**src/la_framer_consts.vh**
```
// Constants for the look-aside control word framer: map, fields, resets
`ifndef LA_FRAMER_CONSTS_VH
`define LA_FRAMER_CONSTS_VH

// ----------------------------------------------------------------
// Register byte offsets on the Wishbone bus
// ----------------------------------------------------------------
`define OFS_CONFIG 8'h00
`define OFS_STATUS 8'h04
`define OFS_TX_COUNT 8'h08
`define OFS_RX_COUNT 8'h0c

// ----------------------------------------------------------------
// Register fields and reset values
// ----------------------------------------------------------------
`define CFG_BSHORT_LSB 0
`define CFG_BSHORT_MSB 2
`define CFG_BSHORT_RST 3'h0
`define STS_XON_LSB 0
`define STS_XON_MSB 1
`define STS_BADCFG_BIT 2
`define STS_LEVEL_LSB 8
`define STS_LEVEL_MSB 12
`define STS_BUSY_BIT 16
`define XON_RST 2'h3

// ----------------------------------------------------------------
// Burst-short encodings and minimum burst sizes in bytes
// ----------------------------------------------------------------
`define BSHORT_8 3'h0
`define BSHORT_16 3'h1
`define MIN_BYTES_8 8'h08
`define MIN_BYTES_16 8'h10

// ----------------------------------------------------------------
// Control word field positions
// ----------------------------------------------------------------
`define CW_MARK_BIT 63
`define CW_AS0_MSB 56
`define CW_AS0_LSB 42
`define CW_XON1_BIT 41
`define CW_XON0_BIT 40
`define CW_AS1_MSB 38
`define CW_AS1_LSB 33
`define CW_CHAN_BIT 32
`define CW_AS2_MSB 31
`define CW_AS2_LSB 24

// ----------------------------------------------------------------
// Channel bus field positions
// ----------------------------------------------------------------
`define CB_CHAN_BIT 0
`define CB_AS2_MSB 8
`define CB_AS2_LSB 1
`define CB_AS1_MSB 14
`define CB_AS1_LSB 9
`define CB_AS0_MSB 29
`define CB_AS0_LSB 15

`endif

```
**src/la_framer.v**
```verilog
// Look-aside control word framer: field mapping, in-band status, bursts
//
// Behaviour
// - Receive channel bit zero shows packet channel
// - Transmit channel bit zero selects sending channel
// - Field two: word 31:24 to bus 8:1
// - Field one: word 38:33 to bus 14:9
// - Field zero: word 56:42 to bus 29:15
// - Receive extracts all three fields onto bus
// - Transmit inserts all three fields into words
// - Transmit status bits go to word 40,41
// - Receive status taken from word 40,41
// - Burst-short zero 8 bytes, one 16 bytes
// - Transmit accepts up to four bursts per cycle
// - No multiple-use bit signals provided
//
// Added by the designer: the Wishbone interface to the registers and the register offsets.
`timescale 1ns/1ps
`include "la_framer_consts.vh"
module la_framer
#(
    parameter FIFO_DEPTH = 16,
    parameter FIFO_AW = 4
)
(
    input wire sys_clk,
    input wire rst_n,
    // Wishbone classic slave
    input wire wb_cyc_i,
    input wire wb_stb_i,
    input wire wb_we_i,
    input wire [7:0] wb_adr_i,
    input wire [3:0] wb_sel_i,
    input wire [31:0] wb_dat_i,
    output reg [31:0] wb_dat_o,
    output reg wb_ack_o,
    // User transmit side
    input wire tx_valid,
    output reg tx_ready,
    input wire [29:0] tx_chanin,
    input wire [1:0] tx_burst_num,
    input wire [7:0] tx_burst_bytes,
    input wire [1:0] tx_inband_xon_status,
    // Link transmit side
    output reg link_tx_valid,
    input wire link_tx_ready,
    output reg [63:0] link_tx_cw,
    output reg [7:0] link_tx_bytes,
    // Link receive side
    input wire link_rx_valid,
    input wire [63:0] link_rx_cw,
    // User receive side
    output reg rx_valid,
    output reg [29:0] rx_chanout,
    output reg [1:0] rx_inband_xon_status
);

// No multiple-use bit ports exist in this mode

// ----------------------------------------------------------------
// Declarations
// ----------------------------------------------------------------
localparam ENTRY_W = 40; // Channel bus, burst count, byte length
localparam ST_IDLE = 2'b01; // Waiting for a FIFO entry
localparam ST_SEND = 2'b10; // Emitting control words of an entry

reg [2:0] bshort_reg; // Software burst-short setting
reg [2:0] bshort_next;
reg [2:0] bshort_act_reg; // Copy in use by the serializer
reg badcfg_reg; // Sticky: reserved setting was written
reg badcfg_next;
reg [31:0] tx_count_reg; // Control words sent
reg [31:0] rx_count_reg; // Control words received
reg [1:0] state_reg; // Serializer state
reg [1:0] state_next;
reg [29:0] hold_chan_reg; // Channel bus of entry being sent
reg [29:0] hold_chan_next;
reg [1:0] left_reg; // Bursts of the entry still to send after the current one
reg [1:0] left_next;
reg [7:0] hold_bytes_reg; // Padded burst length of the entry
reg [7:0] hold_bytes_next;
reg link_valid_next;
reg [63:0] link_cw_next;
reg [7:0] link_bytes_next;
reg fifo_pop;
reg [31:0] rd_data;
reg [7:0] min_bytes;
wire wb_req;
wire wb_wr;
wire fifo_in_ready;
wire fifo_out_valid;
wire [ENTRY_W-1:0] fifo_out_data;
wire [FIFO_AW:0] fifo_level;
wire tx_push;
wire out_free;
wire [FIFO_AW+1:0] level_after;
wire [ENTRY_W-1:0] tx_entry;
wire [2:0] wr_bshort;
wire bshort_ok;

// ----------------------------------------------------------------
// Wishbone decode
// ----------------------------------------------------------------
// A request is answered once; ack drops in the following cycle
assign wb_req = wb_cyc_i && wb_stb_i && !wb_ack_o;
assign wb_wr = wb_req && wb_we_i;
assign wr_bshort = wb_dat_i[`CFG_BSHORT_MSB:`CFG_BSHORT_LSB];
assign bshort_ok = (wr_bshort == `BSHORT_8) ||
                   (wr_bshort == `BSHORT_16);

// Ack generator, one wait-free cycle after the strobe
always @(posedge sys_clk)
begin
    if (!rst_n)
    begin
        wb_ack_o <= 1'b0;
    end
    else
    begin
        wb_ack_o <= wb_req;
    end
end

// Config and sticky error next state
always @*
begin
    bshort_next = bshort_reg;
    badcfg_next = badcfg_reg;
    // Write one to clear the sticky error flag
    if (wb_wr && wb_adr_i == `OFS_STATUS && wb_sel_i[0] &&
        wb_dat_i[`STS_BADCFG_BIT])
    begin
        badcfg_next = 1'b0;
    end
    if (wb_wr && wb_adr_i == `OFS_CONFIG && wb_sel_i[0])
    begin
        if (bshort_ok)
        begin
            bshort_next = wr_bshort;
        end
        else
        begin
            // Reserved value kept out; flag set wins over clear
            badcfg_next = 1'b1;
        end
    end
end

// Config registers
always @(posedge sys_clk)
begin
    if (!rst_n)
    begin
        bshort_reg <= `CFG_BSHORT_RST;
        badcfg_reg <= 1'b0;
    end
    else
    begin
        bshort_reg <= bshort_next;
        badcfg_reg <= badcfg_next;
    end
end

// Read mux; unmapped offsets read as zero
always @*
begin
    rd_data = 32'h0000_0000;
    case (wb_adr_i)
        `OFS_CONFIG:
        begin
            rd_data[`CFG_BSHORT_MSB:`CFG_BSHORT_LSB] = bshort_reg;
        end
        `OFS_STATUS:
        begin
            rd_data[`STS_XON_MSB:`STS_XON_LSB] = rx_inband_xon_status;
            rd_data[`STS_BADCFG_BIT] = badcfg_reg;
            rd_data[`STS_LEVEL_MSB:`STS_LEVEL_LSB] = fifo_level;
            rd_data[`STS_BUSY_BIT] = state_reg[1];
        end
        `OFS_TX_COUNT:
        begin
            rd_data = tx_count_reg;
        end
        `OFS_RX_COUNT:
        begin
            rd_data = rx_count_reg;
        end
        default:
        begin
            rd_data = 32'h0000_0000;
        end
    endcase
end

// Read data register, loaded with the answer
always @(posedge sys_clk)
begin
    if (!rst_n)
    begin
        wb_dat_o <= 32'h0000_0000;
    end
    else if (wb_req && !wb_we_i)
    begin
        wb_dat_o <= rd_data;
    end
end

// ----------------------------------------------------------------
// Transmit intake
// ----------------------------------------------------------------
// One entry carries up to four bursts, taken in a single cycle
assign tx_entry = {tx_burst_bytes, tx_burst_num, tx_chanin};
assign tx_push = tx_valid && tx_ready && fifo_in_ready;
assign level_after = {1'b0, fifo_level} +
                     {{(FIFO_AW+1){1'b0}}, tx_push} -
                     {{(FIFO_AW+1){1'b0}}, fifo_pop};

// Ready is registered from the level the FIFO will hold next cycle
always @(posedge sys_clk)
begin
    if (!rst_n)
    begin
        tx_ready <= 1'b0;
    end
    else
    begin
        tx_ready <= (level_after < FIFO_DEPTH);
    end
end

burst_fifo
#(
    .WIDTH(ENTRY_W),
    .DEPTH(FIFO_DEPTH),
    .AW(FIFO_AW)
)
u_fifo
(
    .sys_clk(sys_clk),
    .rst_n(rst_n),
    .in_valid(tx_push),
    .in_ready(fifo_in_ready),
    .in_data(tx_entry),
    .out_valid(fifo_out_valid),
    .out_ready(fifo_pop),
    .out_data(fifo_out_data),
    .level(fifo_level)
);

// ----------------------------------------------------------------
// Transmit serializer
// ----------------------------------------------------------------
assign out_free = !link_tx_valid || link_tx_ready;

// Minimum burst size from the active setting
always @*
begin
    case (bshort_act_reg)
        `BSHORT_16:
        begin
            min_bytes = `MIN_BYTES_16;
        end
        default:
        begin
            min_bytes = `MIN_BYTES_8;
        end
    endcase
end

// Control word for one burst of the given entry
function [63:0] build_cw;
    input [29:0] chan;
    input [1:0] xon;
    begin
        build_cw = 64'h0000_0000_0000_0000;
        build_cw[`CW_MARK_BIT] = 1'b1;
        build_cw[`CW_CHAN_BIT] = chan[`CB_CHAN_BIT];
        build_cw[`CW_AS2_MSB:`CW_AS2_LSB] =
            chan[`CB_AS2_MSB:`CB_AS2_LSB];
        build_cw[`CW_AS1_MSB:`CW_AS1_LSB] =
            chan[`CB_AS1_MSB:`CB_AS1_LSB];
        build_cw[`CW_AS0_MSB:`CW_AS0_LSB] =
            chan[`CB_AS0_MSB:`CB_AS0_LSB];
        build_cw[`CW_XON0_BIT] = xon[0];
        build_cw[`CW_XON1_BIT] = xon[1];
    end
endfunction

// Serializer next state; status is sampled per word to stay fresh
always @*
begin
    state_next = state_reg;
    hold_chan_next = hold_chan_reg;
    left_next = left_reg;
    hold_bytes_next = hold_bytes_reg;
    link_valid_next = link_tx_valid;
    link_cw_next = link_tx_cw;
    link_bytes_next = link_tx_bytes;
    fifo_pop = 1'b0;
    if (out_free)
    begin
        link_valid_next = 1'b0;
    end
    case (state_reg)
        ST_IDLE:
        begin
            if (out_free && fifo_out_valid)
            begin
                // First burst goes out in the same step as the pop
                fifo_pop = 1'b1;
                hold_chan_next = fifo_out_data[29:0];
                left_next = fifo_out_data[31:30];
                if (fifo_out_data[39:32] < min_bytes)
                begin
                    hold_bytes_next = min_bytes;
                end
                else
                begin
                    hold_bytes_next = fifo_out_data[39:32];
                end
                link_valid_next = 1'b1;
                link_cw_next = build_cw(fifo_out_data[29:0],
                                        tx_inband_xon_status);
                link_bytes_next = hold_bytes_next;
                if (fifo_out_data[31:30] != 2'h0)
                begin
                    state_next = ST_SEND;
                end
            end
        end
        ST_SEND:
        begin
            if (out_free)
            begin
                // Remaining bursts of the entry, one per cycle
                left_next = left_reg - 2'h1;
                link_valid_next = 1'b1;
                link_cw_next = build_cw(hold_chan_reg,
                                        tx_inband_xon_status);
                link_bytes_next = hold_bytes_reg;
                if (left_reg == 2'h1)
                begin
                    state_next = ST_IDLE;
                end
            end
        end
        default:
        begin
            state_next = ST_IDLE;
        end
    endcase
end

// Serializer registers
always @(posedge sys_clk)
begin
    if (!rst_n)
    begin
        state_reg <= ST_IDLE;
        hold_chan_reg <= 30'h0000_0000;
        left_reg <= 2'h0;
        hold_bytes_reg <= 8'h00;
        link_tx_valid <= 1'b0;
        link_tx_cw <= 64'h0000_0000_0000_0000;
        link_tx_bytes <= 8'h00;
        bshort_act_reg <= `CFG_BSHORT_RST;
    end
    else
    begin
        state_reg <= state_next;
        hold_chan_reg <= hold_chan_next;
        left_reg <= left_next;
        hold_bytes_reg <= hold_bytes_next;
        link_tx_valid <= link_valid_next;
        link_tx_cw <= link_cw_next;
        link_tx_bytes <= link_bytes_next;
        // Setting is static; a late change waits for an idle gap
        if (state_reg == ST_IDLE && !fifo_out_valid)
        begin
            bshort_act_reg <= bshort_reg;
        end
    end
end

// Sent word counter
always @(posedge sys_clk)
begin
    if (!rst_n)
    begin
        tx_count_reg <= 32'h0000_0000;
    end
    else if (link_tx_valid && link_tx_ready)
    begin
        tx_count_reg <= tx_count_reg + 32'h0000_0001;
    end
end

// ----------------------------------------------------------------
// Receive extraction
// ----------------------------------------------------------------
// Fields and status held until the next control word arrives
always @(posedge sys_clk)
begin
    if (!rst_n)
    begin
        rx_valid <= 1'b0;
        rx_chanout <= 30'h0000_0000;
        rx_inband_xon_status <= `XON_RST;
        rx_count_reg <= 32'h0000_0000;
    end
    else
    begin
        rx_valid <= link_rx_valid;
        if (link_rx_valid)
        begin
            rx_chanout[`CB_CHAN_BIT] <=
                link_rx_cw[`CW_CHAN_BIT];
            rx_chanout[`CB_AS2_MSB:`CB_AS2_LSB] <=
                link_rx_cw[`CW_AS2_MSB:`CW_AS2_LSB];
            rx_chanout[`CB_AS1_MSB:`CB_AS1_LSB] <=
                link_rx_cw[`CW_AS1_MSB:`CW_AS1_LSB];
            rx_chanout[`CB_AS0_MSB:`CB_AS0_LSB] <=
                link_rx_cw[`CW_AS0_MSB:`CW_AS0_LSB];
            rx_inband_xon_status <=
                {link_rx_cw[`CW_XON1_BIT],
                 link_rx_cw[`CW_XON0_BIT]};
            rx_count_reg <= rx_count_reg + 32'h0000_0001;
        end
    end
end

endmodule

```
**src/burst_fifo.v**
```verilog
// Synchronous FIFO with valid/ready on both sides
`timescale 1ns/1ps
module burst_fifo
#(
    parameter WIDTH = 40,
    parameter DEPTH = 16,
    parameter AW = 4
)
(
    input wire sys_clk,
    input wire rst_n,
    input wire in_valid,
    output wire in_ready,
    input wire [WIDTH-1:0] in_data,
    output wire out_valid,
    input wire out_ready,
    output wire [WIDTH-1:0] out_data,
    output wire [AW:0] level
);

// ----------------------------------------------------------------
// Storage and pointers
// ----------------------------------------------------------------
reg [WIDTH-1:0] mem_reg [0:DEPTH-1]; // Flop storage
reg [AW-1:0] wr_ptr_reg; // Next slot to fill
reg [AW-1:0] rd_ptr_reg; // Oldest entry
reg [AW:0] count_reg; // Entries held
wire push;
wire pop;

assign in_ready = (count_reg != DEPTH[AW:0]);
assign out_valid = (count_reg != {(AW+1){1'b0}});
assign out_data = mem_reg[rd_ptr_reg];
assign level = count_reg;
assign push = in_valid && in_ready;
assign pop = out_valid && out_ready;

// Storage write; no reset needed on data
always @(posedge sys_clk)
begin
    if (push)
    begin
        mem_reg[wr_ptr_reg] <= in_data;
    end
end

// Pointers and occupancy; depth must be a power of two
always @(posedge sys_clk)
begin
    if (!rst_n)
    begin
        wr_ptr_reg <= {AW{1'b0}};
        rd_ptr_reg <= {AW{1'b0}};
        count_reg <= {(AW+1){1'b0}};
    end
    else
    begin
        if (push)
        begin
            wr_ptr_reg <= wr_ptr_reg + 1'b1;
        end
        if (pop)
        begin
            rd_ptr_reg <= rd_ptr_reg + 1'b1;
        end
        if (push && !pop)
        begin
            count_reg <= count_reg + 1'b1;
        end
        else if (pop && !push)
        begin
            count_reg <= count_reg - 1'b1;
        end
    end
end

endmodule

```
**config.mk**
```make
export PLATFORM = sky130hd
export DESIGN_NAME = la_framer
export DESIGN_NICKNAME = d
export VERILOG_FILES = /design/src/la_framer.v /design/src/burst_fifo.v
export VERILOG_INCLUDE_DIRS = /design/src
export SDC_FILE = /design/constraint.sdc
export NUM_CORES = 1
export LEC_CHECK = 0
export BUFFER_PORTS_ARGS = -buffer_cell sky130_fd_sc_hd__buf_4
export CAP_MARGIN = 30
export CORE_MARGIN = 2
export CORE_UTILIZATION = 66
export CTS_BUF_LIST = sky130_fd_sc_hd__clkbuf_8
export CTS_CLUSTER_SIZE = 30
export DETAILED_ROUTE_END_ITERATION = 8
export PLACE_DENSITY = 0.89
export SYNTH_ARGS = -nofsm -noshare
export SYNTH_HDL_FRONTEND = slang
export SYNTH_HIERARCHICAL = 1
export SYNTH_SLANG_ARGS = --single-unit
```
**constraint.sdc**
```tcl
create_clock -name sys_clk -period 10.1 [get_ports sys_clk]
set_input_delay 2.02 -clock sys_clk [delete_from_list [all_inputs] [get_ports sys_clk]]
set_output_delay 2.02 -clock sys_clk [all_outputs]
set_load 0.01 [all_outputs]
```
# == Word-level counts from Yosys, hierarchy flattened ==
# Memories as Yosys holds them, arrays and structs flattened. A register that Yosys moved wholly into a read port is not among the register bits.
# Cells that the tools add are included.
# totals
register_bits,266
ram_bits,640
output_inout_bits,140
mem_count,1
# mem_list
name,depth,word_bits,rd,rd_ports_with_merged_regs,write_ports,line_no,text
u_fifo.mem_reg,16,40,1,1,1,burst_fifo.v:24,reg [WIDTH-1:0] mem_reg [0:DEPTH-1];
# op_classes
addsub,9
n_lt_le_gt_ge,2
eq_ne,13
n_mux,37
reduce_logical,36
# ops
op,count
64-bit two-way mux,2
64-bit case mux with 2 select lines,1
32-bit by 1-bit adder with 32-bit output (second input constant),2
15-bit case mux with 2 select lines,1
8-bit two-way mux,3
1-bit logical AND,18
8-bit by 4-bit equality test with 1-bit output (second input constant),2
8-bit case mux with 2 select lines,1
5-bit two-way mux,3
5-bit case mux with 3 select lines,1
2-bit two-way mux,6
3-bit case mux with 4 select lines,1
1-bit two-way mux,10
5-bit case mux with 2 select lines,1
4-bit by 1-bit adder with 4-bit output (second input constant),2
8-bit by 3-bit equality test with 1-bit output (second input constant),1
8-bit logical NOT,1
8-bit less-than comparator,1
4-bit two-way mux,2
2-bit != test (second input constant),4
2-bit case mux with 2 select lines,2
5-bit by 1-bit adder with 6-bit output,1
3-bit by 1-bit equality test with 1-bit output (second input constant),2
1-bit logical NOT,6
other kinds (18),23

# == Logic depth before layout (Yosys ltp) ==
# Gate-level depths: netlist of the first run.
# depth
depth_word,9
depth_mapped,13
ltp_nobuf,12

# == Hierarchy ==
# Netlist of the first run, hierarchy kept.
# by_module_without_submodules
mod,n_inst,cells_each,area_each_um2
burst_fifo,1,1086,24866.3
la_framer,1,1108,9831.9

# == Worst setup path after synthesis of the first run ==
# Ideal clock, no wire load.
# synth_path
path_kind,in2reg
startpoint,input tx_valid
endpoint,memory u_fifo.mem_reg[0][0] (enable)
setup_time_ns,0.487
arrival_time_ns,5.452
required_ns,9.613
setup_slack_ns,4.161
stages,4
path_buffers,0
path_cell_list,and3_1 > a21boi_2 > nand2_1 > nor3_1
# synth_between
elab_chain_cells,5
# synth_lines
item,line_no,text
start: declaration,la_framer.v:38,"input wire tx_valid,"
1-bit logical AND (2 in a row),la_framer.v:213,assign tx_push = tx_valid && tx_ready && fifo_in_ready;
1-bit logical AND,burst_fifo.v:35,assign push = in_valid && in_ready;
named net u_fifo.push,burst_fifo.v:28,wire push;
1-bit two-way mux,burst_fifo.v:41,if (push)
1-bit two-way mux (implied by the code),burst_fifo.v:43,mem_reg[wr_ptr_reg] <= in_data;
end: declaration,burst_fifo.v:24,
# The timed path passes the listed nets, and every way through them passes these cells.

# == Final worst setup path of the first run ==
# layout_path
startpoint,input link_tx_ready
endpoint,register u_fifo.count_reg[3] (netlist: u_fifo/level[3])
# layout_between
elab_chain_cells,8
# layout_lines
item,line_no,text
start: declaration,la_framer.v:46,"input wire link_tx_ready,"
1-bit logical OR *,la_framer.v:253,assign out_free = !link_tx_valid || link_tx_ready;
1-bit logical AND *,la_framer.v:307,if (out_free && fifo_out_valid)
1-bit two-way mux *,la_framer.v:307,
1-bit two-way mux *,la_framer.v:304,case (state_reg)
1-bit logical AND *,burst_fifo.v:36,assign pop = out_valid && out_ready;
1-bit logical NOT,burst_fifo.v:66,if (push && !pop)
1-bit logical AND,burst_fifo.v:66,
5-bit two-way mux / 2-bit nonzero test (equally long branches),n/a,
end signal: assignment,burst_fifo.v:54,count_reg <= {(AW+1){1'b0}};
end signal: assignment,burst_fifo.v:68,count_reg <= count_reg + 1'b1;
end signal: assignment,burst_fifo.v:72,count_reg <= count_reg - 1'b1;
end: declaration,burst_fifo.v:27,reg [AW:0] count_reg;
# Mark *: on every way between the ends. The rest lies on a longest branch, timed or not.
# A chain may end at the register's enable or synchronous reset.

==> results of run 1 <==
[Yosys cell counts, types with 13 or more instances]
cell / n / share of area, %
ha_1: 20 / 0.72
nand2_1: 167 / 1.8
nor3_1: 15 / 0.22
edfxtp_1: 640 / 55
o311ai_0: 16 / 0.40
or4_1: 16 / 0.35
nand2b_1: 24 / 0.43
a2bb2oi_1: 23 / 0.58
buf_4: 32 / 0.69
clkbuf_1: 85 / 0.92
xnor2_1: 18 / 0.45
or3_1: 13 / 0.23
a21oi_1: 68 / 0.98
mux2i_1: 106 / 3.1
buf_2: 25 / 0.36
buf_1: 13 / 0.14
a22oi_1: 89 / 1.9
mux4_2: 163 / 11
nand3_1: 25 / 0.36
nor2_1: 143 / 1.5
o41ai_1: 15 / 0.38
inv_1: 34 / 0.37
a211oi_1: 36 / 0.78
o21ai_0: 37 / 0.53
dfxtp_1: 239 / 14
[how the worst max path moves through the flow]
stage                             start              endpoint  depth (start not counted)
after detailed placement  link_tx_ready       u_fifo/level[3]                         14
after floorplan                tx_valid  u_fifo/mem_reg[0][0]                          4
after global placement    link_tx_ready       u_fifo/level[3]                         14
after global routing      link_tx_ready       u_fifo/level[3]                         14
final                     link_tx_ready       u_fifo/level[3]                         14
after CTS                 link_tx_ready       u_fifo/level[3]                         14
[critical path, stage by stage]
cell and delay, ps:
buf_4 140, nand2b_1 190, nand3_2 100, buf_4 560, clkinv_1 640, buf_4 490, o21ai_4 180, ha_1 210
inv_1 120, ha_1 320, a21o_1 120, a21oi_1 80, or4b_2 610, nand3_1 90
[kinds of logic (layout without fill, tap and decap cells)]
group                    count (synthesis)  count (layout)  share of synthesized area [%]
multiplexers                           270             270                          13.67
AND/OR/NAND/NOR                        478             478                          6.473
buffers and inverters                  200             518                          2.816
flip-flops                             879             879                          69.18
adder cells (fa/ha/maj)                 21              21                         0.7789
other                                    1              32                        0.01081
AO/OA/AOI/OAI                          319             319                          6.419
XOR/XNOR                                26              26                         0.6563
[power by group through the flow]
stage | combinational [uW] | sequential, uW | clock [uW]
after floorplan | 827 | 4230 | 0
after global placement | 1160 | 4230 | 0
after detailed placement | 1240 | 4250 | 0
after CTS | 1260 | 4180 | 2920
after global routing | 1360 | 4200 | 3060
final | 1270 | 4190 | 2880
[area by class of cell]
type                    count  area, sq um  share of cell area (%)
well taps                 688        860.8                   2.180
diodes                      1        2.502                0.006337
clock inverters            91        551.8                   1.397
flip-flops and latches    879        24010                   60.80
repair buffers            240         1857                   4.702
multi-input cells        1145         9980                   25.27
clock buffers             152         2092                   5.298
inverters                  35        136.4                  0.3454
[through the flow]
step	instance area, sq um	utilization [%]	cells	worst slack (ps)
final	39490	75.60	3231	4911
after global routing	39490	75.60	3230	4881
after CTS	39450	75.52	3228	5103
after detailed placement	36800	70.45	2985	4287
after global placement	36760	70.37	2983	4465
after floorplan	34810	-	2224	4161
[routing by layer]
layer	part of all wire (%)	wire [um]	vias up	track usage [%]
li1	-	-	8985	-
met1	34	29030	10500	39.59
met2	50	42540	1428	52.33
met3	11	9340	256	6.604
met4	4.1	3437	2	15.15
met5	0.018	15	-	0
==> reports/metrics.yaml, run 1 <==
ys_warn_count: 6
place_congestion: 0.8160
irDropWorstVdd_mv: 0.2101
grt_antenna_before_repair: 1
min-delay-start: "hold_bytes_reg[0]"
ys_seq_area_share_pct: 69.18
setup_viol: 0
fp-row-count: 84
arrival_ps: 5910
grt_pass1_wl_um: 125000
cts_resized: 0
rr_worst_depth: 14
rsz0062_at_grt: "false"
port_buffers: 202
ant_nets: 0
die_x_um: 233.3
power_frac_seq_pct: 50.2
p_leak_uw: 0.01347
htreeDepth: 4
cp_data_required_time_ps: 10820
report.final.slew_viol_count: 0
drive_above_1_share_pct: 24.19
criticalPathCategory: "in -> reg"
drt-initial-drc-count: 2711
fp.dieH_um: 233.3
min_path_type: "reg -> reg"
r2r-end: "u_fifo/level[3]"
grt_usage_pct: 31.39
hold_end: "hold_bytes_reg[0]"
fin_setup_tns_ps: 0
synth_cell_types: 63
grt_pass1_vias: 21410
syn_area_sq_um: 34700
maxCapViolCount: 0
ys.flop_type: "edfxtp_1"
ys_async_sr_fraction_pct: 0
dieArea_sq_um: 54420
coreArea_sq_um: 52240
skew_ps: 43.24
r2r_slack_ps: 5210
clock_path_buffers: 3
layout_commonest_cell: "edfxtp_1"
wl_per_cell_um: 26.11
comb_power_share_pct: 15.2
powerDensity_nw_per_um2: 211.2
start_util_pct: 66.43
layout_common_cells: "640 x edfxtp_1, 237 x dfxtp_1, 236 x buf_4"
slew_headroom_pct: 34.04
synth-seq-cells: 879
holdBufCountCts: 0
worst_pin_slew_ps: 989.3
finalCritPeriodShare_pct: 51.38
ios: 298
synthCells: 2194
period_needed_ps: 5189
swShare_pct: 26.85
fin_nets: 2615
hold_path_depth: 2
cts_root_buffer: "clkbuf_8"
crit_fanout: 38
dr.pass1.iters: 5
drc: 0
dpl.hpwl_um: 46510
cts_num_sinks: 879
final.fill_count: 2762
cts_inserted_buffers: 135
rr_startpoint: "u_fifo/level[0]"
end_kind: "register"
synth_enable_flop_cells: 640
pwr-share-clk_pct: 34.6
vias: 21170
report.power.total_uw: 8342
hold_slack_ps: 460.1
post-cts-setup-buffers: 0
netSwitchingPower_uw: 2240
vias_per_cell: 6.551
wl_um: 84370
internal_power_uw: 6102
status: "finished, final reports clean"
clock_latency_ps: 790
hold_violations: 0
cp-start-kind: "input port"
fmax_ghz: 0.1927
area_delta_synth_final_pct: 13.81
largest_register_ffs: 640
clk_pin_slew_ps: 60
gr-total-overflow: 0
cts_tree: "yes"
grt_max_degree: 111
avgSynthCellArea_sq_um: 15.82
(Power assumes the default switching activity.)
==> run 2, diff against run 1 <==
- CORE_UTILIZATION: 66 -> 56
- PLACE_DENSITY: 0.89 -> 0.81
- clock period: 10.1 -> 4.5 ns (I/O delays scaled with it)
==> run 2 against run 1 <==
Flip-flop and latch count unchanged. Highest routed layer unchanged. Largest cell class unchanged. Die area increased by 18%. Power increased by 120%. Register-to-register slack got worse by 4400 ps. Sequential share of layout area decreased by 0.33 points. Largest power group unchanged.
==> reports/metrics.yaml, run 2 (synthesis gave the netlist of run 1 again) <==
powerDensity_nw_per_um2: 462.7
place_congestion: 0.8039
htreeDepth: 4
cts_num_sinks: 879
fp-row-count: 91
fmax_ghz: 0.2696
netSwitchingPower_uw: 4938
fin_nets: 2622
hold_path_depth: 3
cts_tree: "yes"
internal_power_uw: 13430
skew_ps: 40.45
rsz0062_at_grt: "false"
min-delay-start: "link_rx_cw[40]"
maxCapViolCount: 0
p_leak_uw: 0.01347
dp_cells: 3093
crit_fanout: 12
report.final.slew_viol_count: 0
rr_worst_depth: 12
min_path_type: "in -> reg"
period_needed_ps: 3709
end_kind: "register"
fin_setup_tns_ps: 0
r2r-end: "u_fifo/level[4]"
cp_data_required_time_ps: 5230
fp.dieH_um: 252.9
rr_startpoint: "u_fifo/level[0]"
wl_um: 77040
cts_root_buffer: "clkbuf_8"
post-route-util_pct: 64.58
comb_power_share_pct: 15.0
arrival_ps: 4430
wl_per_cell_um: 23.03
dieArea_sq_um: 63970
drt-initial-drc-count: 2188
holdBufCountCts: 0
swShare_pct: 26.88
clk_pin_slew_ps: 60
grt_usage_pct: 24.31
start_util_pct: 56.43
ant_nets: 0
layout_common_cells: "640 x edfxtp_1, 237 x dfxtp_1, 234 x buf_4"
cts_inserted_buffers: 137
hold_slack_ps: 340.9
grt_pass1_wl_um: 116900
layout_commonest_cell: "edfxtp_1"
finalCritPeriodShare_pct: 82.42
gr-total-overflow: 0
power_frac_seq_pct: 50.8
grt_antenna_before_repair: 6
grt_pass1_vias: 20430
ios: 298
place_ws_ps: 834.9
drc: 0
area_delta_synth_final_pct: 14.43
criticalPathCategory: "reg -> reg"
grt_max_degree: 121
clock_latency_ps: 810
slew_headroom_pct: 33.06
post-cts-setup-buffers: 0
irDropWorstVdd_mv: 0.3585
vias: 20380
die_x_um: 252.9
dr.pass1.iters: 5
instances_no_fill: 3345
coreArea_sq_um: 61480
cts_resized: 0
cp-start-kind: "register"
drive_above_1_share_pct: 24.51
hold_end: "rx_inband_xon_status[0]"
final.fill_count: 4088
port_buffers: 202
clock_path_buffers: 3
hold_violations: 0
vias_per_cell: 6.092
worst_pin_slew_ps: 1002
dpl.hpwl_um: 45570
setup_viol: 0
largest_register_ffs: 640
r2r_slack_ps: 790
worst_slack_ps: 791.2
status: "finished, final reports clean"
pwr-share-clk_pct: 34.1
-- run 2: cell types whose count changed in the layout (fill, tap and decap cells not counted), sizes merged --
cell	change
buf	+5
clkbuf	-1
inv	+5
bufinv	-5
diode	+4
clkinvlp	-1
clkinv	+5
-- run 2: final cells by class --
cell class / count / area (sq um) / share of cell area (%)
tap: 790 / 988.4 / 2.489
antenna: 5 / 12.51 / 0.03151
multi-input combinational: 1145 / 9998 / 25.18
clock buffer: 151 / 2078 / 5.234
sequential: 879 / 24010 / 60.47
clock inverter: 95 / 509.2 / 1.283
inverter: 35 / 136.4 / 0.3435
timing repair buffer: 245 / 1972 / 4.966
-- run 2: power groups by stage --
stage / registers [uW] / clock network, uW / logic (uW)
5_1_grt: 9380 / 6750 / 3030
3_5_place_dp: 9510 / 0 / 2760
3_3_place_gp: 9480 / 0 / 2650
6_report: 9340 / 6270 / 2760
4_1_cts: 9340 / 6400 / 2780
2_1_floorplan: 9480 / 0 / 1860
-- run 2: critical path: stages, from the launching register on --
cell      delay (ps)
dfxtp_1          400
nor4_1           570
nand2_1          260
nand3_2          140
clkinv_1         470
o21ai_4          290
ha_1             220
inv_1            120
ha_1             340
a21oi_1          230
a211oi_1         110
a31oi_1          250
mux2i_1          230
-- run 2: stage by stage --
stage                     cell area [sq um]  total power, uW
final                                 39710            18370
after global routing                  39700            19160
after CTS                             39680            18520
after detailed placement              37090            12270
after global placement                37090            12130
after floorplan                       34830            11340
-- run 2: how the worst max path moves through the flow --
stage,cells after the start,end,from
after CTS,12,u_fifo/level[3],u_fifo/level[0]
after floorplan,3,u_fifo/mem_reg[3][0],tx_valid
final,12,u_fifo/level[4],u_fifo/level[0]
after global placement,12,u_fifo/level[3],link_tx_ready
after global routing,12,u_fifo/level[3],u_fifo/level[1]
after detailed placement,12,u_fifo/level[3],u_fifo/level[0]
-- run 2: per-layer routing --
| layer | track usage (%) | share of wire, % | vias to the layer above |
|---|---|---|---|
| met5 | 0 | 0.035 | - |
| met4 | 9.620 | 2.3 | 4 |
| met3 | 6.168 | 9.7 | 142 |
| met2 | 40.14 | 50 | 1008 |
| met1 | 31.06 | 38 | 10200 |
| li1 | - | - | 9027 |
